===== config.mk =====
export PLATFORM = sky130hd
export DESIGN_NAME = hioc_top
export DESIGN_NICKNAME = d
export VERILOG_FILES = /design/src/common/hioc_pkg.sv /design/src/hioc_tick.sv /design/src/hioc_top.sv
export SDC_FILE = /design/constraint.sdc
export NUM_CORES = 1
export LEC_CHECK = 0
export BUFFER_PORTS_ARGS = -buffer_cell sky130_fd_sc_hd__buf_2
export CORE_MARGIN = 10
export CORE_UTILIZATION = 41
export CTS_CLUSTER_SIZE = 30
export DETAILED_ROUTE_END_ITERATION = 6
export HOLD_SLACK_MARGIN = 0.06
export SYNTH_ARGS = -nofsm -noshare
export SYNTH_HDL_FRONTEND = slang
export SYNTH_HIERARCHICAL = 1
export SYNTH_SLANG_ARGS = --single-unit
export TNS_END_PERCENT = 20

===== constraint.sdc =====
create_clock -name clock -period 5.7 [get_ports clock]
set_clock_uncertainty 0.15 [all_clocks]
set_input_delay 1.14 -clock clock [delete_from_list [all_inputs] [get_ports clock]]
set_output_delay 1.14 -clock clock [all_outputs]
set_load 0.05 [all_outputs]

===== src/common/hioc_pkg.sv =====
package hioc_pkg;
    // ****************************************
    // Register map
    // ****************************************
    localparam logic [7:0]  OFS_ID     = 8'h50;
    localparam logic [7:0]  OFS_CFG    = 8'h54;
    localparam logic [7:0]  OFS_STS    = 8'h58;
    localparam logic [7:0]  OFS_EN     = 8'h5c;
    localparam logic [31:0] RST_CFG    = 32'h0000_0000;
    localparam logic [31:0] RST_STS    = 32'h0000_0000;
    localparam logic [31:0] RST_EN     = 32'h0000_0000;
    // ****************************************
    // Field positions
    // ****************************************
    localparam int HOLD_LSB    = 24;
    localparam int HOLD_W      = 8;
    localparam int RESTART_BIT = 14;
    localparam int ACTIVE_BIT  = 13;
    localparam int MASTER_BIT  = 12;
    localparam int ENABLE_BIT  = 8;
    localparam int POL_BIT     = 4;
    localparam int TYPE_BIT    = 0;
    localparam int POWER_BIT   = 17;
    // ****************************************
    // Timing
    // ****************************************
    localparam int CLK_MHZ     = 200;
    localparam int STEP_US     = 10;
    localparam int STEP_CYC    = STEP_US * CLK_MHZ;
endpackage


===== src/hioc_tick.sv =====
`timescale 1ns/1ps
// ****************************************
// Step divider, restartable
// ****************************************
module hioc_tick #(
    parameter int CYCLES = 2000
) (
    input  wire logic clock,
    input  wire logic reset,
    input  wire logic restart,
    output logic      tick
);
    logic [15:0] cnt_r;
    logic [15:0] cnt_nxt;
    logic        tick_nxt;

    always_comb begin
        tick_nxt = 1'b0;
        cnt_nxt  = cnt_r + 16'h0001;
        if (restart) begin
            cnt_nxt = 16'h0000;
        end else if (cnt_r == 16'(CYCLES - 1)) begin
            cnt_nxt  = 16'h0000;
            tick_nxt = 1'b1;
        end
    end

    always_ff @(posedge clock or posedge reset) begin
        if (reset) begin
            cnt_r <= 16'h0000;
            tick  <= 1'b0;
        end else begin
            cnt_r <= cnt_nxt;
            tick  <= tick_nxt;
        end
    end
endmodule


===== src/hioc_top.sv =====
`timescale 1ns/1ps
// How it works
// - Hold-off length in bits 31:24, 10us units
// - Zero length disables hold-off, releases pending
// - New length governs intervals loaded after the write cycle
// - Power event bypasses the hold-off
// - Restart bit clears counter, starts fresh interval
// - Bit 13 reads hold-off in progress
// - Bit 12 shows combined internal line
// - Bit 8 gates pin, status untouched
// - Bit 4 picks push-pull polarity
// - Bit 0 picks open-drain or push-pull
// - Open-drain always active low
// - Polarity and type survive soft reset
// - Identity word read-only, id and revision
// - Config, status, enable at 54h/58h/5Ch, zero reset
// - Writing one clears status bit
module hioc_top #(
    parameter logic [15:0] DESIGN_ID = 16'h0a5c, // Arbitrary value
    parameter logic [15:0] REVISION  = 16'h0000, // Arbitrary value
    parameter int          STEP_CYCLES = hioc_pkg::STEP_CYC
) (
    input  wire logic        clock,
    input  wire logic        reset,
    input  wire logic        soft_reset,
    input  wire logic [7:0]  addr,
    input  wire logic        wr,
    input  wire logic        rd,
    input  wire logic [31:0] wdata,
    input  wire logic [31:0] event_set,
    output logic [31:0]      rdata,
    output logic             irq_out,
    output logic             irq_oe
);
    // ****************************************
    // Registers
    // ****************************************
    logic [7:0]  hold_r, hold_nxt;
    logic        en_r, en_nxt, pol_r, pol_nxt, typ_r, typ_nxt;
    logic [31:0] sts_r, sts_nxt, ien_r, ien_nxt;
    logic [7:0]  left_r, left_nxt;
    logic        act_r, act_nxt;
    logic        assert_r, assert_nxt;
    logic [31:0] rdata_nxt;
    logic        out_nxt, oe_nxt;
    logic        tick, restart, master, power, cfg_wr;
    logic [31:0] active_src;

    assign cfg_wr = wr && addr == hioc_pkg::OFS_CFG;
    assign restart = cfg_wr && wdata[hioc_pkg::RESTART_BIT];
    assign active_src = sts_r & ien_r;
    assign master = |active_src;
    assign power  = active_src[hioc_pkg::POWER_BIT];

    hioc_tick #(.CYCLES(STEP_CYCLES)) u_tick (
        .clock   (clock),
        .reset   (reset),
        .restart (restart || !act_r),
        .tick    (tick)
    );

    // ****************************************
    // Register writes
    // ****************************************
    always_comb begin
        hold_nxt = hold_r;
        en_nxt   = en_r;
        pol_nxt  = pol_r;
        typ_nxt  = typ_r;
        ien_nxt  = ien_r;
        sts_nxt  = sts_r;
        if (cfg_wr) begin
            hold_nxt = wdata[hioc_pkg::HOLD_LSB +: hioc_pkg::HOLD_W];
            en_nxt   = wdata[hioc_pkg::ENABLE_BIT];
            pol_nxt  = wdata[hioc_pkg::POL_BIT];
            typ_nxt  = wdata[hioc_pkg::TYPE_BIT];
        end
        if (wr && addr == hioc_pkg::OFS_EN) begin
            ien_nxt = wdata;
        end
        if (wr && addr == hioc_pkg::OFS_STS) begin
            sts_nxt = sts_r & ~wdata;
        end
        sts_nxt = sts_nxt | event_set; // Set wins over clear
        if (soft_reset) begin
            hold_nxt = hioc_pkg::RST_CFG[31:24];
            en_nxt   = 1'b0;
            ien_nxt  = hioc_pkg::RST_EN;
            sts_nxt  = hioc_pkg::RST_STS;
        end
    end

    // ****************************************
    // Hold-off sequencing
    // ****************************************
    always_comb begin
        left_nxt   = left_r;
        act_nxt    = act_r;
        assert_nxt = assert_r;
        if (assert_r && !master) begin
            assert_nxt = 1'b0;
            if (hold_r != 8'h00) begin
                act_nxt  = 1'b1;
                left_nxt = hold_r;
            end
        end else if (act_r && tick) begin
            left_nxt = left_r - 8'h01;
            if (left_r == 8'h01) begin
                act_nxt = 1'b0;
            end
        end
        if (restart) begin
            act_nxt  = hold_r != 8'h00;
            left_nxt = hold_r;
        end
        if ((cfg_wr && wdata[hioc_pkg::HOLD_LSB +: hioc_pkg::HOLD_W] == 8'h00) || soft_reset) begin
            act_nxt  = 1'b0;
            left_nxt = 8'h00;
        end
        if (master && (!act_nxt || power)) begin
            assert_nxt = 1'b1;
        end
    end

    // Pin drive computed from next-state values, then registered; open-drain only pulls low
    always_comb begin
        rdata_nxt = 32'h0000_0000;
        unique case (addr)
            hioc_pkg::OFS_ID:  rdata_nxt = {DESIGN_ID, REVISION};
            hioc_pkg::OFS_CFG: rdata_nxt = {hold_r, 9'h000, 1'b0, act_r, master, 3'h0,
                                            en_r, 3'h0, pol_r, 3'h0, typ_r};
            hioc_pkg::OFS_STS: rdata_nxt = sts_r;
            hioc_pkg::OFS_EN:  rdata_nxt = ien_r;
            default:           rdata_nxt = 32'h0000_0000;
        endcase
        if (!rd) begin
            rdata_nxt = rdata;
        end
        if (typ_nxt) begin
            oe_nxt  = 1'b1;
            out_nxt = (assert_nxt && en_nxt) ? pol_nxt : !pol_nxt;
        end else begin
            oe_nxt  = assert_nxt && en_nxt;
            out_nxt = 1'b0;
        end
    end

    always_ff @(posedge clock or posedge reset) begin
        if (reset) begin
            pol_r <= 1'b0;
            typ_r <= 1'b0;
        end else begin
            pol_r <= pol_nxt;
            typ_r <= typ_nxt;
        end
    end

    always_ff @(posedge clock or posedge reset) begin
        if (reset) begin
            hold_r   <= hioc_pkg::RST_CFG[31:24];
            en_r     <= 1'b0;
            sts_r    <= hioc_pkg::RST_STS;
            ien_r    <= hioc_pkg::RST_EN;
            left_r   <= 8'h00;
            act_r    <= 1'b0;
            assert_r <= 1'b0;
            rdata    <= 32'h0000_0000;
            irq_out  <= 1'b0;
            irq_oe   <= 1'b0;
        end else begin
            hold_r   <= hold_nxt;
            en_r     <= en_nxt;
            sts_r    <= sts_nxt;
            ien_r    <= ien_nxt;
            left_r   <= left_nxt;
            act_r    <= act_nxt;
            assert_r <= assert_nxt;
            rdata    <= rdata_nxt;
            irq_out  <= out_nxt;
            irq_oe   <= oe_nxt;
        end
    end

    // ****************************************
    // Checks
    // ****************************************
    a_gate_off: assert property (@(posedge clock) disable iff (reset)
        !en_r ##1 !en_r |-> (typ_r ? irq_out == !pol_r : !irq_oe))
        else $error("pin asserted while disabled");
    a_od_low: assert property (@(posedge clock) disable iff (reset)
        !typ_r |-> !irq_out)
        else $error("open drain drove high");
    a_sts_clear: assert property (@(posedge clock) disable iff (reset)
        wr && addr == hioc_pkg::OFS_STS && !soft_reset && wdata[3] && !event_set[3]
        |=> !sts_r[3])
        else $error("status bit not cleared");
    // A new event sets its status bit in the next cycle when soft reset is low
    a_sts_set: assert property (@(posedge clock) disable iff (reset)
        event_set[5] && !soft_reset |=> sts_r[5])
        else $error("event lost");
    a_zero_off: assert property (@(posedge clock) disable iff (reset)
        cfg_wr && wdata[31:24] == 8'h00 |=> !act_r)
        else $error("hold-off not disabled");
    a_restart_go: assert property (@(posedge clock) disable iff (reset)
        restart && !soft_reset && wdata[31:24] != 8'h00 && hold_r != 8'h00 |=> act_r)
        else $error("restart did not start interval");
    a_power_pass: assert property (@(posedge clock) disable iff (reset)
        power && !soft_reset |=> assert_r)
        else $error("power event delayed");
    a_held_off: assert property (@(posedge clock) disable iff (reset)
        act_r && !power && !assert_r && $stable(act_r) |=> !assert_r || !act_r)
        else $error("interrupt passed during hold-off");
    c_holdoff: cover property (@(posedge clock) disable iff (reset) $fell(act_r));
    c_restart: cover property (@(posedge clock) disable iff (reset) restart && act_r);
    c_power:   cover property (@(posedge clock) disable iff (reset) power && act_r);
endmodule


== Word level (Yosys, flattened, before mapping) ==
Index checks and enable logic that the tools add are counted.

* Bitwise operators: 4
* Add/subtract/negate cells: 2
* Equality and inequality tests: 7
* $lt $le $gt $ge: 0
* Reduce and logical (&&, ||, !) cells: 23
* Div/mod/pow operators: 0
* Multiply operators: 0
* Shift operators: 0
* Muxes and demuxes: 31

{| class="wikitable"
|+ Operators by type and width
! kind !! count
|-
| $mux W32 || 4
|-
| $pmux W32 S4 || 1
|-
| $and A32 B32 Y32 || 2
|-
| $mux W8 || 7
|-
| $eq A8 B7 Y1 const B || 4
|-
| $mux W16 || 2
|-
| $not A32 Y32 || 1
|-
| $or A32 B32 Y32 || 1
|-
| $reduce_or A32 Y1 || 1
|-
| $mux W1 || 17
|-
| $add A16 B1 Y16 const B || 1
|-
| $eq A16 B11 Y1 const B || 1
|-
| $logic_and A1 B1 Y1 || 9
|-
| $eq A8 B1 Y1 const B || 1
|-
| $logic_not A8 Y1 || 1
|-
| $reduce_bool A8 Y1 || 1
|-
| $sub A8 B1 Y8 const B || 1
|-
| $logic_not A1 Y1 || 4
|-
| $ne A4 B2 Y1 const B || 1
|-
| $reduce_bool A2 Y1 || 2
|-
| $reduce_bool A4 Y1 || 1
|-
| $logic_or A1 B1 Y1 || 3
|-
| $reduce_and A2 Y1 || 1
|}

* Memory bits (writable): 0
* Memories kept: 0
* Output and inout port bits: 34
* Bits in registers: 136
* Bits in latches: 0
* Bits in read-only memories: 0

== Logic depth before layout (Yosys ltp) ==
Gate-level depths: netlist of run 1.

* Word-level depth: 14
* Gate-level depth with buffers: 9

== Hierarchy ==
The synthesis of run 1 kept the hierarchy.

{| class="wikitable"
|+ Modules (own cells, without submodules)
! module !! cells each !! area an instance (um^2) !! times used !! sequential area each (um^2)
|-
| hioc_top || 562 || 5670.4 || 1 || 2977.9
|-
| hioc_tick || 82 || 902.1 || 1 || 425.4
|}

== Worst setup path after synthesis of run 1 ==
OpenSTA, ideal clock, no wires.

* Path type: input to register
* Start point: input addr[3]
* End point: register left_r[1]
* Library setup time: 122 ps
* Cell stages on the path: 7
* Required time: 5428 ps
* Data arrival time: 2572 ps
* Path slack: 2856 ps
* Buffers on the path: 2
* Cells stage by stage: buf_2 and3b_1 nand3_2 buf_2 o21ai_2 a21oi_1 a32o_1

* Cells in the longest elaborated chain, start to end: 6
* Elaborated cells between the ends (all ways): 10
* Classes of those cells: 2 x eq/ne; 2 x mux; 6 x reduce/logical

{| class="wikitable"
|+ RTL lines
! what !! RTL line !! text
|-
| from (decl) || hioc_top.sv:26 || <nowiki>input wire logic [7:0] addr,</nowiki>
|-
| $eq A8 B7 Y1 * || hioc_top.sv:49 || <nowiki>assign cfg_wr = wr && addr == hioc_pkg::OFS_CFG;</nowiki>
|-
| $logic_and A1 B1 Y1 * || hioc_top.sv:49 ||
|-
| $logic_and A1 B1 Y1 || hioc_top.sv:116 || <nowiki>if ((cfg_wr && wdata[hioc_pkg::HOLD_LSB +: hioc_pkg::HOLD_W] == 8'h00) || soft_reset) begin</nowiki>
|-
| $logic_or A1 B1 Y1 || hioc_top.sv:116 ||
|-
| $ne A4 B2 Y1 (no source line) or $reduce_bool A4 Y1 (tied branches) || n/a ||
|-
| $reduce_and A2 Y1 (no source line) || n/a ||
|-
| to (signal assigned) || hioc_top.sv:175 || <nowiki>left_r <= left_nxt;</nowiki>
|-
| to (decl) || hioc_top.sv:41 || <nowiki>logic [7:0] left_r, left_nxt;</nowiki>
|}

Mark *: on every way between the ends. The rest lies on a longest branch, timed or not.
A chain may end at the register's enable or synchronous reset.

== Final worst setup path of run 1 ==
* Start point: input addr[7]
* End point: register ien_r[5]

* Cells in the longest elaborated chain, start to end: 3

{| class="wikitable"
|+ RTL lines
! what !! RTL line !! text
|-
| $eq A8 B7 Y1 || hioc_top.sv:78 || <nowiki>if (wr && addr == hioc_pkg::OFS_EN) begin</nowiki>
|-
| $logic_and A1 B1 Y1 || hioc_top.sv:78 ||
|-
| $reduce_bool A2 Y1 (no source line) || n/a ||
|-
| to (signal assigned) || hioc_top.sv:163 || <nowiki>ien_r <= hioc_pkg::RST_EN;</nowiki>
|-
| to (signal assigned) || hioc_top.sv:174 || <nowiki>ien_r <= ien_nxt;</nowiki>
|-
| to (decl) || hioc_top.sv:40 || <nowiki>logic [31:0] sts_r, sts_nxt, ien_r, ien_nxt;</nowiki>
|}

No other way between the ends.

==> results of run 1 <==
==> flip-flops by register name (all words and copies together) (netlist names) <==
signal        flops
pol_r             1
rdata            32
ien_r            32
sts_r            32
assert_r          1
typ_r             1
en_r              1
u_tick/cnt_r     16
irq_oe            1
act_r             1
left_r            8
u_tick/tick       1
hold_r            8
irq_out           1
==> layer usage <==
metal,vias to the layer above,track usage (%)
met5,-,0
met4,0,7.41
met3,31,5.81
met2,183,29.3
met1,2705,22.4
li1,2502,-
==> layout make-up <==
class / count / share of cell area, %
Multi-Input combinational cell: 420 / 35.2
Sequential cell: 136 / 43.3
Timing Repair Buffer: 116 / 7.58
Clock buffer: 19 / 5.76
Antenna cell: 1 / 0.0318
Inverter: 51 / 2.47
Clock inverter: 9 / 2.23
Tap cell: 216 / 3.44
==> power by group through the flow <==
stage          logic (mW)  registers (mW)  clock network (mW)
2_1_floorplan       0.128            1.04                   0
4_1_cts             0.204            1.03                1.21
6_report            0.203            1.03                1.20
5_1_grt             0.226            1.03                1.25
3_5_place_dp        0.202            1.05                   0
3_3_place_gp        0.197            1.04                   0
==> worst paths after layout <==
path / from / to
setup reg to reg: sts_r[23] / left_r[7]
hold reg to reg: u_tick/cnt_r[0] / u_tick/cnt_r[0]
setup / recovery: addr[7] / ien_r[5]
min in group asynchronous: reset / u_tick/cnt_r[9]
max in group asynchronous: reset / rdata[12]
hold / removal: u_tick/cnt_r[0] / u_tick/cnt_r[0]
==> metrics by stage <==
stage	hold WS (ns)	power (mW)	util [%]	std cells	cell area (um2)
floorplan	0.317	1.17	-	644	6570
global placement	0.336	1.24	45.8	939	7230
detailed placement	0.360	1.25	45.8	939	7230
CTS	0.367	2.44	49.8	967	7860
global route	0.386	2.51	49.8	968	7860
finish	0.369	2.43	49.8	968	7860
==> kinds of logic after synthesis <==
group	count (synthesis)	synth area share [%]
simple gates	196	15.0
compound gates	187	21.4
flops	136	51.8
buf+inv	88	6.13
mux	20	3.22
xor+xnor	14	1.87
fa+ha+maj	3	0.571
==> critical path, stage by stage <==
cell and delay, ns:
sky130_fd_sc_hd__buf_2 0.11, sky130_fd_sc_hd__nor4b_4 0.39, sky130_fd_sc_hd__and2_1 0.46, sky130_fd_sc_hd__and3_1 0.70, sky130_fd_sc_hd__and3_1 0.73, sky130_fd_sc_hd__buf_4 0.33, sky130_fd_sc_hd__a22o_1 0.16
==> synthesized netlist by cell type (12+ instances only) <==
cell type                  instances  share of area, %
sky130_fd_sc_hd__inv_1            51               2.9
sky130_fd_sc_hd__a22oi_1          48               5.5
sky130_fd_sc_hd__nand2_1          75               4.3
sky130_fd_sc_hd__o22ai_1          26               2.5
sky130_fd_sc_hd__buf_2            12              0.91
sky130_fd_sc_hd__a22o_1           32               4.3
sky130_fd_sc_hd__nor2_1           60               3.4
sky130_fd_sc_hd__a21oi_1          47               3.6
sky130_fd_sc_hd__xnor2_1          12               1.6
sky130_fd_sc_hd__clkbuf_1         17              0.97
sky130_fd_sc_hd__dfrtp_1         136                52
==> summary by stage, run 1 <==
Run status
The flow ran to the end, and the final reports show no timing, DRC or antenna violations.

Floorplan
The floorplan has 46 rows. The area of the core is 15800 um2. The die area is 21500 um2. The die extent in x is 147 um.

The number of top-level pins is 111. The starting density of the core is between 40% and 50%. The die span in y is roughly 150 um.

Detailed routing
In the final routed layout, each cell accounts on average for 20.3 um. The met1 wire length is 8530 um. The highest routed metal layer is met4. The detailed-routed wire length on met2 is 9390 um. The total DRC errors in the routed layout is 0. The first detailed-routing pass took 5 iterations. The total length of routed met3 wires is around 1300 um. The routed design has 19600 um of wire. Once detail routing completed, the nets flagged for antenna violations numbered 0.

Summing over every cut layer, the via total after detailed routing is about 5400. The initial detailed-routing violation count is 432. The number of vias per cell after detailed routing is 5.60.

Place
The count of input and output buffers is 110. The pre-CTS worst setup slack is 1.49 ns. Once detailed placement completed, the half-perimeter wirelength came to 13900 um. Routability-driven placement finished with a final weighted congestion of about 0.9.

Critical path
The data required time at the worst endpoint is 5.91 ns. Counting cells, the worst reg-to-reg path comes to 6. The worst setup path is launched from a primary input. The critical path in this run is classified as in2reg. The nature of the critical path endpoint is a flip-flop.

In this run the worst path has a maximum fanout of 17. At the worst endpoint, the arrival time is 4.04 ns. Setup slack on the worst reg-to-reg path comes out at 3.10 ns.

CTS
In this run the clock root is driven by a sky130_fd_sc_hd__clkbuf_16. The worst-skew pair later-pin latency is 0.42 ns. The TritonCTS sink count is 136. The number of hold buffers added after CTS was 0. TritonCTS built the clock tree.

In this run, CTS created clock tree buffers numbering 17. The clock transition at the registers of the reported paths is 0.06 ns. Post-CTS repair changed the size of 0 cells. In this run the post-CTS setup repair buffer count came out at 0.

The longest clock path from root to sink contains 2 buffers. The clock tree synthesis step divided the H-tree into 4 levels.

Timing
The final hold violation count was 0. In this run the tightest slew margin relative to its limit is 19.7%. The shortest clock period the worst path allows after layout is 3.83 ns. The accumulated negative setup slack is 0 ns. Setup violations remaining at the end of the flow were counted as 0.

The final number of max-transition violations is 0. Setup repair after global routing left no endpoint under its margin. In the finished design, the share of the clock period the worst path needs comes to around two thirds. For the pin with the worst max-slew slack, the measured transition is 1.20 ns. For this run, the top clock speed supported by timing is 261 MHz. The worst path meets setup with 1.87 ns of slack.

Worst hold path
The type of the worst min-delay path is reg2reg. Along the worst hold path, the cell count comes to 1.

GRT
The wire length of the first global-routing pass is 31400 um. The number of global-route vias before repair came to between 5000 and 6000. Global routing used 18.3% of the available tracks. The number of antenna violations at the first check in global routing is 1.

For this run the aggregate overflow at the end of global routing stands at 0. Entering global routing, the biggest net connects 86 pins.

Synthesis
The most used flip-flop cell after synthesis is sky130_fd_sc_hd__dfrtp_1. The proportion of synthesized chip area in sequential cells is 51.8%. Counting flops with an async set or reset pin after synthesis yields a share of 100%. After synthesis, the netlist uses 57 different library cells.

The netlist area before placement is between 6000 and 7000 um2. During synthesis, Yosys emitted a total of 6 warnings. The total nets after synthesis is 724. The post-synthesis cell count is roughly 640. The synthesized design contains 0 enable-type register cells. The count of state elements after synthesis is 136.

A synthesized cell averages 10.2 um2.

Pwr
The relative contribution of combinational cells to total power is 8.4%. Cell internal power was estimated by the tool at 1.86 mW. In this run the static leakage power is 3.56 nW. The clock network is responsible for 49.3% of the overall power. The worst supply voltage drop on vdd is 0.241 mV.

In this run the power density over the cells is 309 nW/um2. The sequential share of power is 42.4%. Net switching is about a quarter of the power. The net switching power is 0.571 mW.

Final layout
The post-route netlist has about a quarter of its cells at a drive strength greater than 1. The number of nets in the layout is 822. The layout has 1537 filler cells.

The most frequent standard cell in the layout excluding fill and tap cells is sky130_fd_sc_hd__dfrtp_1. The total area of multi-input combinational cells is 2770 um2. Leaving out fill and tap cells, the most frequent cells in the layout are sky130_fd_sc_hd__dfrtp_1 (136), sky130_fd_sc_hd__buf_2 (110), sky130_fd_sc_hd__nand2_1 (75). The area growth from synthesis to layout is 19.6%. In the final layout, flip-flops and latches occupy 3400 um2.

Run
Across the run, the number of max-cap violations was 0.
Power figures use the tool's default switching activity.
==> inputs of run 2 (changes only) <==
--- a/config.mk
+++ b/config.mk
@@ -5,6 +5,7 @@
 export SDC_FILE = /design/constraint.sdc
 export NUM_CORES = 1
 export LEC_CHECK = 0
+export ABC_AREA = 1
 export BUFFER_PORTS_ARGS = -buffer_cell sky130_fd_sc_hd__buf_2
 export CORE_MARGIN = 10
 export CORE_UTILIZATION = 41
==> constraint.sdc (replaced) <==
create_clock -name clock -period 3.19 [get_ports clock]
set_clock_uncertainty 0.15 [all_clocks]
set_input_delay 0.638 -clock clock [delete_from_list [all_inputs] [get_ports clock]]
set_output_delay 0.638 -clock clock [all_outputs]
set_load 0.05 [all_outputs]
==> run 2 against run 1 <==
Against the previous run: flip-flop and latch count is the same; sequential power grew 81%; hold slack lost 0.16 ns; register-to-register slack lost 2.1 ns; clock power grew 71%; routed wire length shrank 6.7%; power grew 79%; synthesized cell count grew 32%; first-iteration DRC count shrank 17%; combinational power grew 110%; die area grew 0.77%; worst setup slack lost 0.89 ns; critical endpoint is now left_r[0].
==> summary by stage, run 2 <==
Critical path
Counting cells, the worst reg-to-reg path comes to 9. In this run the critical register-to-register path is launched from sts_r[16]. The critical path goes through nand2_1 > nand2_1 > nor2_1 > nand2_1 > nor2_2 > nand3_2 > nand3_1 > nor3b_4 > o21ai_0.

For this design, the slowest cell found on the critical path is sky130_fd_sc_hd__nor3b_4. The setup slack on the worst flop-to-flop path is 0.98 ns. The most frequent cell on the critical path is sky130_fd_sc_hd__nand2_1. The arrival time reported for the critical path endpoint is between 2 and 2.5 ns. The total buffers and inverters traversed by the critical path is 0. STA puts the critical path data required time at about 3.3 ns. The endpoint of the most critical register-to-register path is left_r[0]. In this design, the stage delay of the slowest critical-path cell is 0.53 ns. The worst setup path is launched from a flip-flop. The nature of the critical path endpoint is a flip-flop.

Grouping stages by cell kind, the critical path spends the most delay in simple AND/OR/NAND/NOR gates. The worst setup path is of the reg2reg kind. The maximum net fanout on the critical path is 16.

Pwr
The analysis attributes to cell leakage a power of 4.14 nW. The worst supply voltage drop on vdd is between 0.4 and 0.5 mV. The design draws approximately 4.3 mW. The total power divided by cell area is 538 nW/um2.

Synthesis
The most frequent cell after synthesis is sky130_fd_sc_hd__nand2_1. Counting distinct cell types in the post-synthesis netlist gives 36. sky130_fd_sc_hd__dfrtp_1 takes more of the synthesized area than any other cell.

The mean area per synthesized cell is 7.83 um2. After synthesis the netlist holds a flip-flop and latch count of 136. Yosys printed 6 warnings.

After technology mapping, the gate count stands at 847. In this run, synthesis inferred 0 flip-flops with an integrated enable. The netlist area before placement is 6630 um2. After synthesis, the cell types taking the most area are sky130_fd_sc_hd__dfrtp_1 (51%), sky130_fd_sc_hd__nand2_1 (14%), sky130_fd_sc_hd__inv_1 (6.8%). The proportion of synthesized chip area in sequential cells is 51.3%. The area share of the largest cell type after synthesis is 51.3%.

The async set-reset flop share out of synthesis is 100%. The total nets after synthesis is about 930. By count the netlist is led by sky130_fd_sc_hd__nand2_1 (251), sky130_fd_sc_hd__dfrtp_1 (136), sky130_fd_sc_hd__inv_1 (120), sky130_fd_sc_hd__o21ai_0 (85), sky130_fd_sc_hd__nor2_1 (61). In the synthesized netlist the dominant register cell turns out to be sky130_fd_sc_hd__dfrtp_1.

Floorplan
Measured along the y axis, the die boundary spans between 100 and 150 um. The die is approximately 150 um wide. Once the floorplan was initialized, standard cells occupied 41.7% of the core. The number of top-level pins is 111. The core region is 15900 um2. The die covers 21700 um2. The number of core rows is 46.

Detailed routing
The initial detailed-routing violation count is between 300 and 400. The total DRC errors in the routed layout is 0. Wires add up to 18300 um.

The number of vias per cell after detailed routing is 4.90. Before antenna repair, the detailed router went through 7 iterations. The total vias in the final route is 5836. The wire length per cell after detailed routing is ~15 um. The antenna violation net count after detailed routing is 0.

CTS
The TritonCTS sink count is 136. TritonCTS built the clock tree. Hold repair after CTS inserted 0 buffers. The total number of H-tree levels is 4. Clock-pin slew was measured on the worst setup and hold paths at 0.06 ns.

The number of buffers on the longest clock path is 2. The worst-skew pair later-pin latency is 0.43 ns. The buffer count from post-CTS setup fixing is 0. The number of clock buffers inserted by TritonCTS is 17.

The cell sitting at the root of the clock tree is a sky130_fd_sc_hd__clkbuf_16. Post-CTS repair changed the size of 0 cells.

Timing
The period utilization is just under 70%. The final number of max-transition violations is 0. The shortest clock period the worst path allows after layout is 2.21 ns.

The accumulated negative setup slack is 0 ns. Timing would allow up to about 450 MHz. The headroom to the max-slew limit is about half. For the pin with the worst max-slew slack, the measured transition is approximately 0.73 ns. Setup repair after global routing left no endpoint under its margin. The minimum hold slack is just over 0.2 ns. The final hold violation count is 0. Setup violations remaining at the end of the flow were counted as 0.

GRT
met2 is the most crowded layer. The number of antenna violations at the first check in global routing is 1. In the global route stage, met2 resource usage came out at 25.2%. Entering global routing, the biggest net connects 50 pins. The number of global-route vias before repair is 5834. The wire length of the first global-routing pass is 30400 um. The residual overflow from global routing is 0. For this run, global-route usage on met1 was measured as a little under a quarter. The global-route usage over all layers is between 15 and 20%. The met3 global-route usage is 4.64%.

Place
The count of buffers added on input and output ports is 110. The wire-length estimate of the detail-placed layout is 13200 um. At the end of routability-driven placement, the weighted congestion stood at between 0.7 and 0.8. Once placement completed, the tool counted placed cells totaling 1158.

Final layout
Fill cells in the final layout number ~1600. The library cell used most frequently in the layout, excluding fill and tap cells, is sky130_fd_sc_hd__nand2_1. The multi-input combinational cells in the finished layout cover a total of ~2600 um2. The number of nets in the layout is 1041. In the layout the commonest cells are sky130_fd_sc_hd__nand2_1 (251), sky130_fd_sc_hd__dfrtp_1 (136), sky130_fd_sc_hd__inv_1 (119). The storage element area is 3400 um2. The largest registers in the layout are ien_r x32, rdata x32, sts_r x32. The non-filler instance count after layout is 1190.

The share of layout cells above drive strength 1 is 18.7%. From synthesis to final layout, the design area changed by 21.9%. 0 antenna diodes ended up in the layout.

Run
The tool flagged a number of max-cap violations equal to 0.

Worst hold path
The type of the worst min-delay path is in2async.

Run status
The flow ran to the end, and the final reports show no timing, DRC or antenna violations.
run 2: changes by cell type in the layout (fill, tap and decap cells not counted), moves of 11 or more:
cell	previous run	this run
sky130_fd_sc_hd__nand2_1	75	251
sky130_fd_sc_hd__mux2i_1	11	0
sky130_fd_sc_hd__inv_1	50	119
sky130_fd_sc_hd__a22oi_1	48	0
sky130_fd_sc_hd__nand3_1	11	27
sky130_fd_sc_hd__o21ai_0	8	85
sky130_fd_sc_hd__o21ai_1	0	12
sky130_fd_sc_hd__a22o_1	32	0
run 2: per-stage QoR:
step	worst slack [ns]	instance area, um2	util (%)
after floorplan	0.947	6640	-
after global placement	0.815	7460	47.0
after detailed placement	0.736	7460	47.0
after CTS	0.996	8090	50.9
after global routing	0.772	8090	50.9
final	0.984	8090	50.9
run 2: logic make-up (layout without fill, tap and decap cells):
family                   Yosys count  after routing  synth area share (%)
AND/OR/NAND/NOR                  371            371                  23.3
AO/OA/AOI/OAI                    172            172                  14.2
buffers and inverters            153            280                  8.94
flip-flops                       136            136                  51.3
XOR/XNOR                          12             12                  1.59
adder cells (fa/ha/maj)            3              3                 0.566
run 2: area by class of cell:
cell class	count	area share, %
Inverter	123	5.76
Tap cell	216	3.34
Timing Repair Buffer	125	8.51
Clock inverter	13	2.10
Multi-Input combinational cell	558	32.6
Clock buffer	19	5.60
Sequential cell	136	42.1
run 2: report_power, final:
part	switching (mW)	leakage, nW	internal (mW)
clock	0.777	0.296	1.28
combinational	0.270	2.01	0.160
sequential	0.0622	1.83	1.80
total	1.11	4.14	3.24
run 2: how the worst max path moves through the flow:
stage          startpoint        end  slack [ns]  cells after the start
6_report        sts_r[16]  left_r[0]        0.98                      9
5_1_grt         sts_r[17]  left_r[0]        0.77                      9
4_1_cts         sts_r[17]  left_r[0]         1.0                      9
3_5_place_dp      addr[5]  ien_r[12]        0.74                     11
3_3_place_gp      addr[1]    irq_out        0.82                     12
2_1_floorplan       reset      act_r        0.95                      1
run 2: routing by layer:
| layer | part of all wire [%] | wire [um] |
|---|---|---|
| met1 | 49 | 8940 |
| met2 | 44 | 8010 |
| met3 | 6.1 | 1110 |
| met4 | 1.3 | 234 |
| met5 | 0.087 | 16 |
==> inputs of run 3 (changes only) <==
==> constraint.sdc (replaced) <==
create_clock -name clock -period 2 [get_ports clock]
set_clock_uncertainty 0.15 [all_clocks]
set_input_delay 0.4 -clock clock [delete_from_list [all_inputs] [get_ports clock]]
set_output_delay 0.4 -clock clock [all_outputs]
set_load 0.05 [all_outputs]
==> run 3 against run 2 <==
Against the previous run: worst setup slack worse by 0.90 ns; global-route usage about the same; register-to-register slack worse by 0.90 ns; routed wire length is 0.73% higher; sequential power is 60% higher; power rose by 54%; flip-flop and latch count unchanged; critical endpoint is now left_r[7].
==> summary by stage, run 3 (synthesis gave the netlist of run 2 again) <==
Run
The max-capacitance violation count is 0.

Place
Routability-driven placement finished with a final weighted congestion of 0.834. Once placement finished, the instance area stood at 7640 um2. The pre-CTS worst setup slack is -0.0752 ns. During placement, the flow inserted port buffers numbering 110.

The wire-length estimate of the detail-placed layout is 13300 um. Once placement completed, the tool counted placed cells totaling 1178.

Floorplan
In this run the horizontal extent of the chip is 147 um. The area of the core is 15900 um2. The starting density of the core is between 40% and 50%. Measured along the y axis, the die boundary spans 147 um. 111 I/O pins were placed.

The die covers 21700 um2. The number of core rows is 46.

Final layout
The share of layout cells above drive strength 1 is 21.5%. The count of antenna diodes in the layout is 0. The number of nets in the layout is 1083. Excluding fillers, the count of instances in the completed layout stands at 1231. The post-route core utilization is 53.5%. Leaving out fill and tap cells, the most frequent cell in the layout is sky130_fd_sc_hd__nand2_1. The largest registers in the layout are ien_r x32, rdata x32, sts_r x32. The final design area excluding fillers is 8490 um2. In the layout the commonest cells are sky130_fd_sc_hd__nand2_1 (246), sky130_fd_sc_hd__dfrtp_1 (136), sky130_fd_sc_hd__inv_1 (119). Compared with the post-synthesis result, the final layout area differs by 28.1%.

The count of filler cells inserted in the layout is 1575.

Worst hold path
The startpoint identified for the worst hold timing path is event_set[24]. The number of stages on the worst hold path is 3. The worst hold path endpoint is sts_r[24].

In this run the worst hold path is classified as in2reg.

Timing
The final hold violation count came to 0. The final setup violation count is 0. At the pin with the least slew margin, the transition time is 0.721 ns.

Setup total negative slack on the finished layout was measured at 0 ns. In this run the tightest slew margin relative to its limit is 51.6%. Counting I/O delays and the setup requirement, the final critical path takes 1.92 ns. The final critical-path setup slack is 0.0805 ns. Derived from the worst setup path, the maximum achievable clock frequency is 521 MHz. The period utilization is 96.0%. The final number of max-transition violations came to 0. The minimum hold slack is 0.0641 ns.

CTS
The H-tree was split into 4 levels. TritonCTS built the clock tree. After clock tree synthesis, the clock-pin slew on the worst setup and hold paths is 0.06 ns. The worst-skew pair later-pin latency is between 0.4 and 0.5 ns.

The clock passes through at most 2 buffers. Clock tree synthesis inserted a total of 17 buffers. For this design, the sink count on the clock tree is 136. The clock tree root buffer cell is sky130_fd_sc_hd__clkbuf_16.

Pwr
Across the VDD grid, the largest voltage drop is 0.612 mV. Dividing total power by cell area gives a power density of 789 nW/um2. The static power due to leakage is 4.34 nW. Overall power consumption after layout is estimated at 6.70 mW.

Detailed routing
The number of vias per cell after detailed routing is 4.84. The detailed-router iteration count before antenna repair is 5. Summed over all layers, the routed wires come to 18400 um.

The wire length per cell after detailed routing is approximately 15 um. The total DRC errors in the routed layout is 0. The antenna violation net count after detailed routing is 0. Summing over every cut layer, the via total after detailed routing is 5964. The initial detailed-routing violation count is 377.

GRT
The largest net degree at the start of global routing is 91. The number of global-route vias before repair is 5906. The total overflow left after global routing is 0. The first global-routing pass estimated 30100 um of wire.

The number of antenna violations at the first check in global routing is 1. The global-route usage over all layers is 17.1%.

Run status
The flow ran to the end, and the final reports show no timing, DRC or antenna violations.

Critical path
STA puts the critical path data arrival time at 2.07 ns. The data required time at the worst endpoint is between 2 and 2.5 ns. The worst register-to-register path ends at left_r[7]. STA classifies the critical path endpoint as a flip-flop.

The worst register-to-register path begins at sts_r[28]. The setup path with the least slack is of type reg2reg. The setup slack on the worst flop-to-flop path is 0.08 ns. Of all nets on the critical path, the largest fanout is 8. The worst register-to-register path has a depth of 10. STA classifies the critical path startpoint as a flip-flop.
-- run 3: cell types whose count changed in the layout (fill, tap and decap cells not counted), moves of 4 or more --
cell / delta
sky130_fd_sc_hd__buf_4: +21
sky130_fd_sc_hd__dlygate4sd3_1: +17
sky130_fd_sc_hd__nor2_1: -7
sky130_fd_sc_hd__nand2_1: -5
sky130_fd_sc_hd__nand2_2: +5
sky130_fd_sc_hd__clkinv_4: -4
sky130_fd_sc_hd__nor2_2: +4
-- run 3: critical path, cell delays in order (launching register included) --
cell                        delay, ns
sky130_fd_sc_hd__dfrtp_1         0.39
sky130_fd_sc_hd__nand2_1         0.08
sky130_fd_sc_hd__nand2_2         0.08
sky130_fd_sc_hd__nor2_4          0.11
sky130_fd_sc_hd__nand2_2         0.09
sky130_fd_sc_hd__nor2_4          0.14
sky130_fd_sc_hd__nand3_4         0.11
sky130_fd_sc_hd__nand3_2         0.07
sky130_fd_sc_hd__nor3b_4         0.29
sky130_fd_sc_hd__clkbuf_16       0.21
sky130_fd_sc_hd__o21ai_1         0.06
-- run 3: cell type report --
class	instances	area (um2)	share of cell area (%)
sequential	136	3400	40.1
multi-input combinational	558	2700	31.8
timing repair buffer	167	1100	13.0
clock buffer	23	478	5.63
inverter	123	465	5.48
tap	216	270	3.18
clock inverter	8	72.6	0.855
-- run 3: repair_timing --
item	CTS	global route
gates cloned	0	1
endpoints found under the setup margin	8	6
hold buffers	16	1
endpoints found under the hold margin	151	1
pin swaps	0	9
buffers inserted	1	3
gates resized for setup	0	20
-- run 3: power by group --
group          total, mW  internal [mW]  switching, mW
combinational      0.785          0.327          0.458
clock               2.94           1.79           1.15
sequential          2.98           2.87          0.105
total               6.70           4.99           1.71
-- run 3: layer usage --
| layer | track usage [%] | share of wire, % | up-vias |
|---|---|---|---|
| li1 | - | - | 2988 |
| met1 | 22.9 | 47 | 2795 |
| met2 | 26.3 | 46 | 162 |
| met3 | 5.04 | 6.5 | 17 |
| met4 | 4.76 | 0.88 | 2 |
| met5 | 0 | 0.065 | - |
-- run 3: worst max-delay path by stage --
stage                endpoint  cells after the start      start  slack (ns)
finish              left_r[7]                     10  sts_r[28]        0.08
CTS                 left_r[7]                     11   ien_r[8]        0.13
floorplan               act_r                      1      reset      -0.005
global route        left_r[4]                     10  ien_r[30]      -0.005
detailed placement  left_r[7]                     11    addr[4]       -0.08
global placement    left_r[0]                     10    addr[4]       -0.05
